**src/ats_pkg.sv**
```systemverilog
// constants for the asynchronous timer support block
// assumes a byte-wide register file behind a 32-bit classic wishbone port
package ats_pkg;

  localparam int unsigned DATA_W = 8;
  localparam int unsigned ADR_W  = 10;

  // register indices; byte address is four times the index
  localparam logic [7:0] IDX_FLAGS  = 8'h17;
  localparam logic [7:0] IDX_MASK   = 8'h70;
  localparam logic [7:0] IDX_CTRL_A = 8'hB0;
  localparam logic [7:0] IDX_CTRL_B = 8'hB1;
  localparam logic [7:0] IDX_COUNT  = 8'hB2;
  localparam logic [7:0] IDX_CMP_A  = 8'hB3;
  localparam logic [7:0] IDX_CMP_B  = 8'hB4;
  localparam logic [7:0] IDX_ASYNC  = 8'hB6;

  // holding slots; slot number equals its busy bit in async status
  localparam int unsigned NUM_SLOTS   = 5;
  localparam int unsigned SLOT_CTRL_B = 0;
  localparam int unsigned SLOT_CTRL_A = 1;
  localparam int unsigned SLOT_CMP_B  = 2;
  localparam int unsigned SLOT_CMP_A  = 3;
  localparam int unsigned SLOT_COUNT  = 4;

  // async status and flag/mask bit positions
  localparam int unsigned BIT_ASYNC_SEL = 5;
  localparam int unsigned BIT_EXT_CLK   = 6;
  localparam int unsigned BIT_OVF       = 0;
  localparam int unsigned BIT_CMP_A     = 1;
  localparam int unsigned BIT_CMP_B     = 2;
  localparam int unsigned NUM_FLAGS     = 3;

  localparam logic [7:0] RST_VAL     = 8'h00;
  localparam logic [7:0] COUNT_MAX   = 8'hFF;
  localparam logic [7:0] COUNT_BOT   = 8'h00;

  // timing counts
  localparam logic [1:0] XFER_EDGES       = 2'h2;
  localparam logic [1:0] FLAG_SYNC_CYCLES = 2'h3;
  localparam logic [2:0] WAKE_HALT_CYCLES = 3'h4;

  // sleep mode codes from the power manager
  localparam logic [2:0] SLP_NONE       = 3'h0;
  localparam logic [2:0] SLP_IDLE       = 3'h1;
  localparam logic [2:0] SLP_NOISE_RED  = 3'h2;
  localparam logic [2:0] SLP_POWER_SAVE = 3'h3;
  localparam logic [2:0] SLP_POWER_DOWN = 3'h4;
  localparam logic [2:0] SLP_STANDBY    = 3'h5;

  typedef enum logic [2:0] {
    ST_RUN   = 3'b001,
    ST_SLEEP = 3'b010,
    ST_HALT  = 3'b100
  } ats_wake_e;

endpackage

```
**src/ats_timer_async.sv**
```systemverilog
// async-clock support for an 8-bit timer: holding registers, busy flags,
// counter read path, wake-up timing, interrupt flags and mask.
// assumes mclk is the i/o clock, well over four times the oscillator rate;
// the oscillator pin is sampled, not used as a clock.
`timescale 1ns/100ps
`default_nettype none

// Function
// - control-A write in async mode sets its busy bit until transferred.
// - control-B write in async mode sets its busy bit until transferred.
// - counter read gives the copy refreshed on oscillator rise; other four read their holding register (control-B bits 7:4 read zero).
// - written value held, then latched after two rising oscillator edges.
// - each of the five registers has its own holding register.
// - compare match suppressed while compare or counter write is pending.
// - interrupt logic needs one oscillator cycle to rearm after wake.
// - oscillator runs in all sleep modes except power-down and standby.
// - timer contents undefined after power-down or standby wake.
// - wake starts on the timer clock after the interrupt condition.
// - after timer wake the processor halts four cycles.
// - counter read through register refreshed on each rising oscillator edge.
// - async flag synchronisation takes three cycles plus one timer cycle.
// - compare output changes on the timer clock, not resynchronised.
// - compare interrupts need their enable, global enable and flag.
// - overflow interrupt needs overflow enable, global enable and flag.
// - compare-B flag sets on match, clears on vector or written one.
// - compare-A flag sets on match, clears on vector or written one.
// - overflow flag sets on overflow or phase-correct reversal at zero.
// - clock-select bit zero picks i/o clock, one picks the oscillator.
module ats_timer_async
  import ats_pkg::*;
(
  input  wire logic              mclk,
  input  wire logic              rst_n,
  input  wire logic              wb_cyc_i,
  input  wire logic              wb_stb_i,
  input  wire logic              wb_we_i,
  input  wire logic [ADR_W-1:0]  wb_adr_i,
  input  wire logic [31:0]       wb_dat_i,
  input  wire logic [3:0]        wb_sel_i,
  output logic      [31:0]       wb_dat_o,
  output logic                   wb_ack_o,
  input  wire logic              oscClockIn,
  input  wire logic              globalIrqEn,
  input  wire logic              vecTakenOvf,
  input  wire logic              vecTakenCmpA,
  input  wire logic              vecTakenCmpB,
  input  wire logic [2:0]        sleepMode,
  output logic                   irqOvf,
  output logic                   irqCmpA,
  output logic                   irqCmpB,
  output logic                   cmpOutA,
  output logic                   cmpOutB,
  output logic                   oscRun,
  output logic                   wakeReq,
  output logic                   cpuHalt
);

  // bus slave
  logic       busReq;
  logic       busWr;
  logic [7:0] busIdx;
  logic [7:0] wrByte;
  logic       ackQ;
  logic [7:0] rdData;

  assign busReq = wb_cyc_i & wb_stb_i & ~ackQ;
  assign busWr  = busReq & wb_we_i & wb_sel_i[0];
  assign busIdx = wb_adr_i[9:2];
  assign wrByte = wb_dat_i[7:0];

  // oscillator pin: three flops, a change counts when second and third agree
  logic [2:0] oscSync_q;
  logic       oscLvl_q;
  logic       oscRise;

  always_ff @(posedge mclk or negedge rst_n) begin
    if (!rst_n) begin
      oscSync_q <= 3'h0;
      oscLvl_q  <= 1'b0;
    end else begin
      oscSync_q <= {oscSync_q[1:0], oscClockIn};
      if (oscSync_q[1] == oscSync_q[2]) begin
        oscLvl_q <= oscSync_q[2];
      end
    end
  end

  // a stopped oscillator gives no edges, so timer state freezes
  assign oscRise = oscRun & ~oscLvl_q & oscSync_q[1] & oscSync_q[2];

  // registers written directly from the bus
  logic [7:0] mask_q;
  logic       asyncSel_q;
  logic       extClk_q;

  always_ff @(posedge mclk or negedge rst_n) begin
    if (!rst_n) begin
      mask_q     <= RST_VAL;
      asyncSel_q <= 1'b0;
      extClk_q   <= 1'b0;
    end else if (busWr && busIdx == IDX_MASK) begin
      mask_q <= {5'h00, wrByte[NUM_FLAGS-1:0]};
    end else if (busWr && busIdx == IDX_ASYNC) begin
      asyncSel_q <= wrByte[BIT_ASYNC_SEL];
      extClk_q   <= wrByte[BIT_EXT_CLK];
    end
  end

  // oscillator runs only in async mode and stops in power-down and standby
  always_ff @(posedge mclk or negedge rst_n) begin
    if (!rst_n) begin
      oscRun <= 1'b0;
    end else begin
      oscRun <= asyncSel_q & (sleepMode != SLP_POWER_DOWN) &
                (sleepMode != SLP_STANDBY);
    end
  end

  // timer tick: every i/o clock, or each oscillator rising edge
  logic tick;
  assign tick = asyncSel_q ? oscRise : 1'b1;

  // per-register holding registers and transfer sequencing
  logic [7:0] hold_q  [NUM_SLOTS];
  logic [1:0] phase_q [NUM_SLOTS];
  logic [NUM_SLOTS-1:0] pend_q;
  logic [NUM_SLOTS-1:0] wrSlot;
  logic [NUM_SLOTS-1:0] xfer;
  logic [7:0] xferVal [NUM_SLOTS];

  assign wrSlot[SLOT_CTRL_B] = busWr && busIdx == IDX_CTRL_B;
  assign wrSlot[SLOT_CTRL_A] = busWr && busIdx == IDX_CTRL_A;
  assign wrSlot[SLOT_CMP_B]  = busWr && busIdx == IDX_CMP_B;
  assign wrSlot[SLOT_CMP_A]  = busWr && busIdx == IDX_CMP_A;
  assign wrSlot[SLOT_COUNT]  = busWr && busIdx == IDX_COUNT;

  genvar gs;
  generate
    for (gs = 0; gs < NUM_SLOTS; gs++) begin : g_slot
      // a fresh write restarts the transfer and wins over completion
      always_ff @(posedge mclk or negedge rst_n) begin
        if (!rst_n) begin
          hold_q[gs]  <= RST_VAL;
          phase_q[gs] <= 2'h0;
          pend_q[gs]  <= 1'b0;
        end else if (wrSlot[gs]) begin
          hold_q[gs]  <= wrByte;
          phase_q[gs] <= 2'h0;
          pend_q[gs]  <= asyncSel_q;
        end else if (pend_q[gs] && oscRise) begin
          phase_q[gs] <= phase_q[gs] + 2'h1;
          if (phase_q[gs] == XFER_EDGES - 2'h1) begin
            pend_q[gs] <= 1'b0;
          end
        end
      end
      // second rising edge latches the held value
      assign xfer[gs] = asyncSel_q ?
        (pend_q[gs] & oscRise & ~wrSlot[gs] &
         (phase_q[gs] == XFER_EDGES - 2'h1)) : wrSlot[gs];
      assign xferVal[gs] = asyncSel_q ? hold_q[gs] : wrByte;
    end
  endgenerate

  // destination registers in the timer domain
  logic [7:0] ctrlA_q;
  logic [7:0] ctrlB_q;
  logic [7:0] cmpA_q;
  logic [7:0] cmpB_q;

  always_ff @(posedge mclk or negedge rst_n) begin
    if (!rst_n) begin
      ctrlA_q <= RST_VAL;
      ctrlB_q <= RST_VAL;
      cmpA_q  <= RST_VAL;
      cmpB_q  <= RST_VAL;
    end else begin
      if (xfer[SLOT_CTRL_A]) ctrlA_q <= xferVal[SLOT_CTRL_A];
      if (xfer[SLOT_CTRL_B]) ctrlB_q <= xferVal[SLOT_CTRL_B];
      if (xfer[SLOT_CMP_A])  cmpA_q  <= xferVal[SLOT_CMP_A];
      if (xfer[SLOT_CMP_B])  cmpB_q  <= xferVal[SLOT_CMP_B];
    end
  end

  // counter: normal wrap, ctc, or phase-correct up/down
  logic [7:0] count_q;
  logic       countDown_q;
  logic       blockNext_q;
  logic       tickRun;
  logic       phaseCorrect;
  logic [7:0] topVal;
  logic       ovfEv;
  logic       matchA;
  logic       matchB;

  assign tickRun      = tick & (ctrlB_q[2:0] != 3'h0);
  assign phaseCorrect = ctrlA_q[1:0] == 2'h1;
  assign topVal       = (ctrlB_q[3] || ctrlA_q[1:0] == 2'h2) ?
                        cmpA_q : COUNT_MAX;
  assign ovfEv = tickRun & ~xfer[SLOT_COUNT] & (phaseCorrect ?
                 (countDown_q && count_q == COUNT_BOT) :
                 (count_q == COUNT_MAX));

  // no match while a compare or counter write is in flight
  assign matchA = tickRun & ~blockNext_q & ~pend_q[SLOT_CMP_A] &
                  ~pend_q[SLOT_COUNT] & (count_q == cmpA_q);
  assign matchB = tickRun & ~blockNext_q & ~pend_q[SLOT_CMP_B] &
                  ~pend_q[SLOT_COUNT] & (count_q == cmpB_q);

  always_ff @(posedge mclk or negedge rst_n) begin
    if (!rst_n) begin
      count_q     <= RST_VAL;
      countDown_q <= 1'b0;
      blockNext_q <= 1'b0;
    end else if (xfer[SLOT_COUNT]) begin
      count_q     <= xferVal[SLOT_COUNT];
      blockNext_q <= 1'b1;
    end else if (tickRun) begin
      blockNext_q <= 1'b0;
      if (phaseCorrect) begin
        if (!countDown_q && count_q == topVal) begin
          countDown_q <= 1'b1;
          count_q     <= count_q - 8'h01;
        end else if (countDown_q && count_q == COUNT_BOT) begin
          countDown_q <= 1'b0;
          count_q     <= count_q + 8'h01;
        end else begin
          count_q <= countDown_q ? count_q - 8'h01 : count_q + 8'h01;
        end
      end else begin
        countDown_q <= 1'b0;
        count_q <= (count_q == topVal) ? COUNT_BOT : count_q + 8'h01;
      end
    end
  end

  // cpu-side copy of the counter, refreshed on each rising oscillator edge
  logic [7:0] countRd_q;

  always_ff @(posedge mclk or negedge rst_n) begin
    if (!rst_n) begin
      countRd_q <= RST_VAL;
    end else if (!asyncSel_q || oscRise) begin
      countRd_q <= count_q;
    end
  end

  // compare outputs toggle straight from the timer tick, no resync
  always_ff @(posedge mclk or negedge rst_n) begin
    if (!rst_n) begin
      cmpOutA <= 1'b0;
      cmpOutB <= 1'b0;
    end else begin
      if (matchA && ctrlA_q[7:6] == 2'h1) cmpOutA <= ~cmpOutA;
      if (matchB && ctrlA_q[5:4] == 2'h1) cmpOutB <= ~cmpOutB;
    end
  end

  // flag events cross a three-stage pipe in async mode
  logic [NUM_FLAGS-1:0] evNow;
  logic [NUM_FLAGS-1:0] evDly_q [3];
  logic [NUM_FLAGS-1:0] flagSet;
  logic [NUM_FLAGS-1:0] flagClr;
  logic [NUM_FLAGS-1:0] vecTaken;
  logic [NUM_FLAGS-1:0] flags_q;

  assign evNow = {matchB, matchA, ovfEv};

  always_ff @(posedge mclk or negedge rst_n) begin
    if (!rst_n) begin
      evDly_q[0] <= 3'h0;
      evDly_q[1] <= 3'h0;
      evDly_q[2] <= 3'h0;
    end else begin
      evDly_q[0] <= asyncSel_q ? evNow : 3'h0;
      evDly_q[1] <= evDly_q[0];
      evDly_q[2] <= evDly_q[1];
    end
  end

  // FLAG_SYNC_CYCLES stages after the timer edge
  assign flagSet  = asyncSel_q ? evDly_q[FLAG_SYNC_CYCLES - 2'h1] : evNow;
  assign vecTaken = {vecTakenCmpB, vecTakenCmpA, vecTakenOvf};
  assign flagClr  = vecTaken |
    ((busWr && busIdx == IDX_FLAGS) ? wrByte[NUM_FLAGS-1:0] : 3'h0);

  genvar gf;
  generate
    for (gf = 0; gf < NUM_FLAGS; gf++) begin : g_flag
      // set beats a clear in the same cycle
      always_ff @(posedge mclk or negedge rst_n) begin
        if (!rst_n) begin
          flags_q[gf] <= 1'b0;
        end else begin
          flags_q[gf] <= flagSet[gf] |
                         (flags_q[gf] & ~flagClr[gf]);
        end
      end
    end
  endgenerate

  // interrupt requests
  logic [NUM_FLAGS-1:0] irqPend;
  assign irqPend = flags_q & mask_q[NUM_FLAGS-1:0] & {NUM_FLAGS{globalIrqEn}};

  always_ff @(posedge mclk or negedge rst_n) begin
    if (!rst_n) begin
      irqOvf  <= 1'b0;
      irqCmpA <= 1'b0;
      irqCmpB <= 1'b0;
    end else begin
      irqOvf  <= irqPend[BIT_OVF];
      irqCmpA <= irqPend[BIT_CMP_A];
      irqCmpB <= irqPend[BIT_CMP_B];
    end
  end

  // wake sequencing
  ats_wake_e  wake_q;
  logic       armed_q;
  logic [2:0] haltCnt_q;
  logic       wakeNow;

  // a condition raised while asleep is acted on at the next timer edge
  assign wakeNow = (wake_q == ST_SLEEP) & armed_q & (|irqPend) & tick;

  always_ff @(posedge mclk or negedge rst_n) begin
    if (!rst_n) begin
      wake_q    <= ST_RUN;
      haltCnt_q <= 3'h0;
      wakeReq   <= 1'b0;
      cpuHalt   <= 1'b0;
    end else begin
      wakeReq <= wakeNow;
      unique case (wake_q)
        ST_RUN: begin
          cpuHalt <= 1'b0;
          if (sleepMode != SLP_NONE) wake_q <= ST_SLEEP;
        end
        ST_SLEEP: begin
          if (wakeNow) begin
            wake_q    <= ST_HALT;
            haltCnt_q <= 3'h0;
            cpuHalt   <= 1'b1;
          end else if (sleepMode == SLP_NONE) begin
            wake_q <= ST_RUN;
          end
        end
        ST_HALT: begin
          haltCnt_q <= haltCnt_q + 3'h1;
          if (haltCnt_q == WAKE_HALT_CYCLES - 3'h1) begin
            cpuHalt <= 1'b0;
            wake_q  <= ST_RUN;
          end
        end
      endcase
    end
  end

  // after a wake further wake requests stay blocked until the next oscillator rise
  always_ff @(posedge mclk or negedge rst_n) begin
    if (!rst_n) begin
      armed_q <= 1'b1;
    end else if (wakeNow) begin
      armed_q <= 1'b0;
    end else if (oscRise || !asyncSel_q) begin
      armed_q <= 1'b1;
    end
  end

  // read mux; unmapped addresses read zero
  always_comb begin
    unique case (busIdx)
      IDX_FLAGS:  rdData = {5'h00, flags_q};
      IDX_MASK:   rdData = mask_q;
      IDX_ASYNC:  rdData = {1'b0, extClk_q, asyncSel_q, pend_q};
      IDX_COUNT:  rdData = countRd_q;
      IDX_CTRL_A: rdData = hold_q[SLOT_CTRL_A];
      IDX_CTRL_B: rdData = {hold_q[SLOT_CTRL_B][7:6] & 2'h0, 2'h0,
                            hold_q[SLOT_CTRL_B][3:0]};
      IDX_CMP_A:  rdData = hold_q[SLOT_CMP_A];
      IDX_CMP_B:  rdData = hold_q[SLOT_CMP_B];
      default:    rdData = 8'h00;
    endcase
  end

  always_ff @(posedge mclk or negedge rst_n) begin
    if (!rst_n) begin
      ackQ     <= 1'b0;
      wb_dat_o <= 32'h0000_0000;
    end else begin
      ackQ     <= busReq;
      wb_dat_o <= busReq ? {24'h00_0000, rdData} : 32'h0000_0000;
    end
  end

  assign wb_ack_o = ackQ;

endmodule

`default_nettype wire

```
**config.mk**
```make
export PLATFORM = sky130hd
export DESIGN_NAME = ats_timer_async
export DESIGN_NICKNAME = d
export VERILOG_FILES = /design/src/ats_pkg.sv /design/src/ats_timer_async.sv
export SDC_FILE = /design/constraint.sdc
export NUM_CORES = 1
export LEC_CHECK = 0
export BUFFER_PORTS_ARGS = -buffer_cell sky130_fd_sc_hd__clkbuf_2
export CAP_MARGIN = 30
export CORE_ASPECT_RATIO = 0.7
export CORE_MARGIN = 3
export CORE_UTILIZATION = 49
export CTS_CLUSTER_DIAMETER = 200
export DETAILED_ROUTE_END_ITERATION = 8
export PLACE_DENSITY = 0.78
export SLEW_MARGIN = 20
export SYNTH_ARGS = -nofsm -noshare
export SYNTH_HDL_FRONTEND = slang
export SYNTH_SLANG_ARGS = --single-unit
```
**constraint.sdc**
```tcl
create_clock -name mclk -period 5 [get_ports mclk]
set_clock_uncertainty 0.15 [all_clocks]
set_input_delay 1.25 -clock mclk [delete_from_list [all_inputs] [get_ports mclk]]
set_output_delay 1.25 -clock mclk [all_outputs]
set_load 0.01 [all_outputs]
```
==> results.sh <==
export IMPL_run_status="completed"
export IMPL_fillers=1109
export IMPL_totalWireLength_um=18510
export IMPL_dr_wl_met3_um=1657
export IMPL_max_cap_viol_count=0
export IMPL_post_route_util_pct=58.48
export IMPL_synth_edf_count=0
export IMPL_synth_cells=683
export IMPL_cts_setup_buffers=0
export IMPL_grt_pass1_vias=5453
export IMPL_drive_gt1_share_pct=20.65
export IMPL_min_path_type="flop to flop"
export IMPL_synth_top_area_share_pct=49.55
export IMPL_min_period_ps=3847
export IMPL_end_kind="flop"
export IMPL_setup_violations_final=0
export IMPL_hold_viol=0
export IMPL_cts_buffer_depth=2
export IMPL_multi_input_area_um2=3134
export IMPL_synth_top_area_cell="dfrtp_1"
export IMPL_leakage_nw=3.569
export IMPL_fin_crit_sh_pct=76.94
export IMPL_vdd_ir_drop_max_mv=0.2082
export IMPL_htree_levels=4
export IMPL_hold_ws_ps=197.9
export IMPL_yosysSeqAreaShare_pct=50.31
export IMPL_seqCellArea_um2=3506
export IMPL_cts_tree="yes"
export IMPL_first_pass_iters=7
export IMPL_start_kind="input port"
export IMPL_syn_area_per_cell_um2=10.20
export IMPL_worstMarginPinSlew_ps=925.3
export IMPL_grt_usage_pct=23.95
export IMPL_path_max_fanout=14
export IMPL_slew_viol_final=0
export IMPL_initial_core_util_pct=51.50
export IMPL_die_h_um=105.8
export IMPL_antenna_found_initial=1
export IMPL_grt_setup_unrepaired="no"
export IMPL_top_layer="met4"
export IMPL_crit_type="input port to flop"
export IMPL_reg2regPathDepth=9
export IMPL_syn_area_um2=6969
export IMPL_arrival_ps=3970
export IMPL_final_setup_tns_ps=0
export IMPL_io_pins=100
export IMPL_cts_sinks=140
export IMPL_wl_per_cell_um=19.98
export IMPL_worstSkewPairLatency_ps=430
export IMPL_via_per_inst=6.077
export IMPL_post_route_cell_area_um2=7914
export IMPL_relSlewSlack_pct=37.44
export IMPL_synth_area_top_cells="dfrtp_1 50%, mux2_2 7.4%, a21oi_1 4.6%"
export IMPL_synth_seq_cells=140
export IMPL_gr_total_overflow=0
export IMPL_ant_nets=0
export IMPL_timing_fmax_mhz=260.0
export IMPL_cts_hold_buf=0
export IMPL_drc_errors=0
export IMPL_fin_nets=796
export IMPL_power_density_nw_per_um2=359.6
export IMPL_synth_ff_type="dfrtp_1"
export IMPL_gp_congestion=0.9075
export IMPL_vias=5627
export IMPL_synth_distinct_cells=65
export IMPL_finalPower_mw=2.846
export IMPL_antenna_cells=0
export IMPL_cts_inserted_buffers=17
export IMPL_m1WireLength_um=8132
export IMPL_initialDrtViolationCount=497
export IMPL_placed_area_um2=7300
export IMPL_grt_max_degree=86
export IMPL_clockRootBuffer="clkbuf_16"
export IMPL_whs_path_depth=0
export IMPL_async_flop_share_pct=100.0
export IMPL_portBuffers=46
export IMPL_crit_required_ps=5120
export IMPL_wl_met2_um=8427
export IMPL_dieArea_um2=15710
export IMPL_synth_warnings=0
export IMPL_die_width_um=148.5
export IMPL_core_um2=13530
export IMPL_ctsResizeCount=0
export IMPL_grt_pass1_wl_um=29200
export IMPL_clk_pin_slew_ps=60
export IMPL_hpwlAfterDp_um=13110
export IMPL_rows=35
export IMPL_areaGrowthSynthToFinish_pct=13.55
==> path summary, 6_finish.rpt <==
path,from,end,slack [ps]
setup reg to reg,oscLvl_q,cmpOutA,1420
max in group asynchronous,rst_n,cmpB_q[1],3070
hold reg to reg,oscSync_q[0],oscSync_q[1],200
hold / removal,oscSync_q[0],oscSync_q[1],200
setup / recovery,wb_adr_i[2],count_q[1],1150
min in group asynchronous,rst_n,haltCnt_q[2],720
==> through the flow <==
| stage | worst slack [ps] | cells |
|---|---|---|
| 6_report | 1153 | 926 |
| 5_1_grt | 1099 | 926 |
| 3_5_place_dp | 838.9 | 894 |
| 2_1_floorplan | 1690 | 706 |
| 3_3_place_gp | 882.6 | 894 |
| 4_1_cts | 1252 | 926 |
==> Yosys cell counts, drive strengths merged (5+ instances only) <==
library cell	number
nor2b	9
o22ai	8
nand2b	9
mux2i	10
xor2	12
a31oi	8
and3	9
xnor2	12
o21ai	29
dfrtp	138
nand2	55
and2	5
a211oi	7
nor2	50
a22oi	15
nand3	19
mux2	46
nor3	19
nand4	6
ha	9
clkbuf	22
inv	25
a221oi	6
buf	34
a21oi	64
==> per-layer routing <==
layer / vias up / global-route usage [%]
li1: 2495 / -
met1: 2815 / 34.25
met2: 277 / 35.82
met3: 40 / 6.102
met4: 0 / 7.581
met5: - / 0
==> cells in the final DEF, fill, tap and decap left out, types with 19 or more instances in the layout <==
master	instances
a21oi_1	64
clkbuf_2	45
conb_1	24
dfrtp_1	138
inv_1	23
mux2_2	46
nand2_1	55
nand3_1	19
nor2_1	50
o21ai_0	28
==> registers in the layout, summed over array words and instances (netlist names), 4 cells and up <==
register   cells
ctrlA_q        6
wb_dat_o       8
hold_q        36
cmpA_q         8
countRd_q      8
pend_q         5
phase_q       10
evDly_q        9
count_q        8
ctrlB_q        4
cmpB_q         8
==> where the power goes <==
group / leakage [nW] / switching, mW / internal [mW]
combinational: 1.53 / 0.140 / 0.101
sequential: 1.75 / 0.0768 / 1.21
clock: 0.296 / 0.522 / 0.798
total: 3.57 / 0.738 / 2.11
==> critical path: stages <==
cell and delay, ps:
clkbuf_2 150, or3_1 470, nor3_1 390, nand2_1 490
o21a_1 550, nand2_1 310, a21o_1 220, o221ai_1 140
==> logic make-up (layout without fill, tap and decap cells) <==
logic type | after synthesis | in the layout | synth area share (%)
adders and majority gates | 10 | 10 | 1.759
buffers and inverters | 81 | 116 | 5.960
DFF | 140 | 140 | 50.31
other | 1 | 24 | 0.05381
AOI/OAI and AO/OA | 167 | 167 | 15.39
xor gates and xnor gates | 24 | 24 | 3.016
muxes | 56 | 56 | 8.869
and+or+nand+nor | 204 | 204 | 14.65
==> area by class of cell <==
type,instances,area share (%)
Clock inverter,14,2.340
Sequential cell,140,44.30
Inverter,25,1.186
Multi-Input combinational cell,485,39.60
Tap cell,185,2.925
Clock buffer,18,5.423
Timing Repair Buffer,59,4.221
Note: power is estimated with default switching activity, not from simulation.
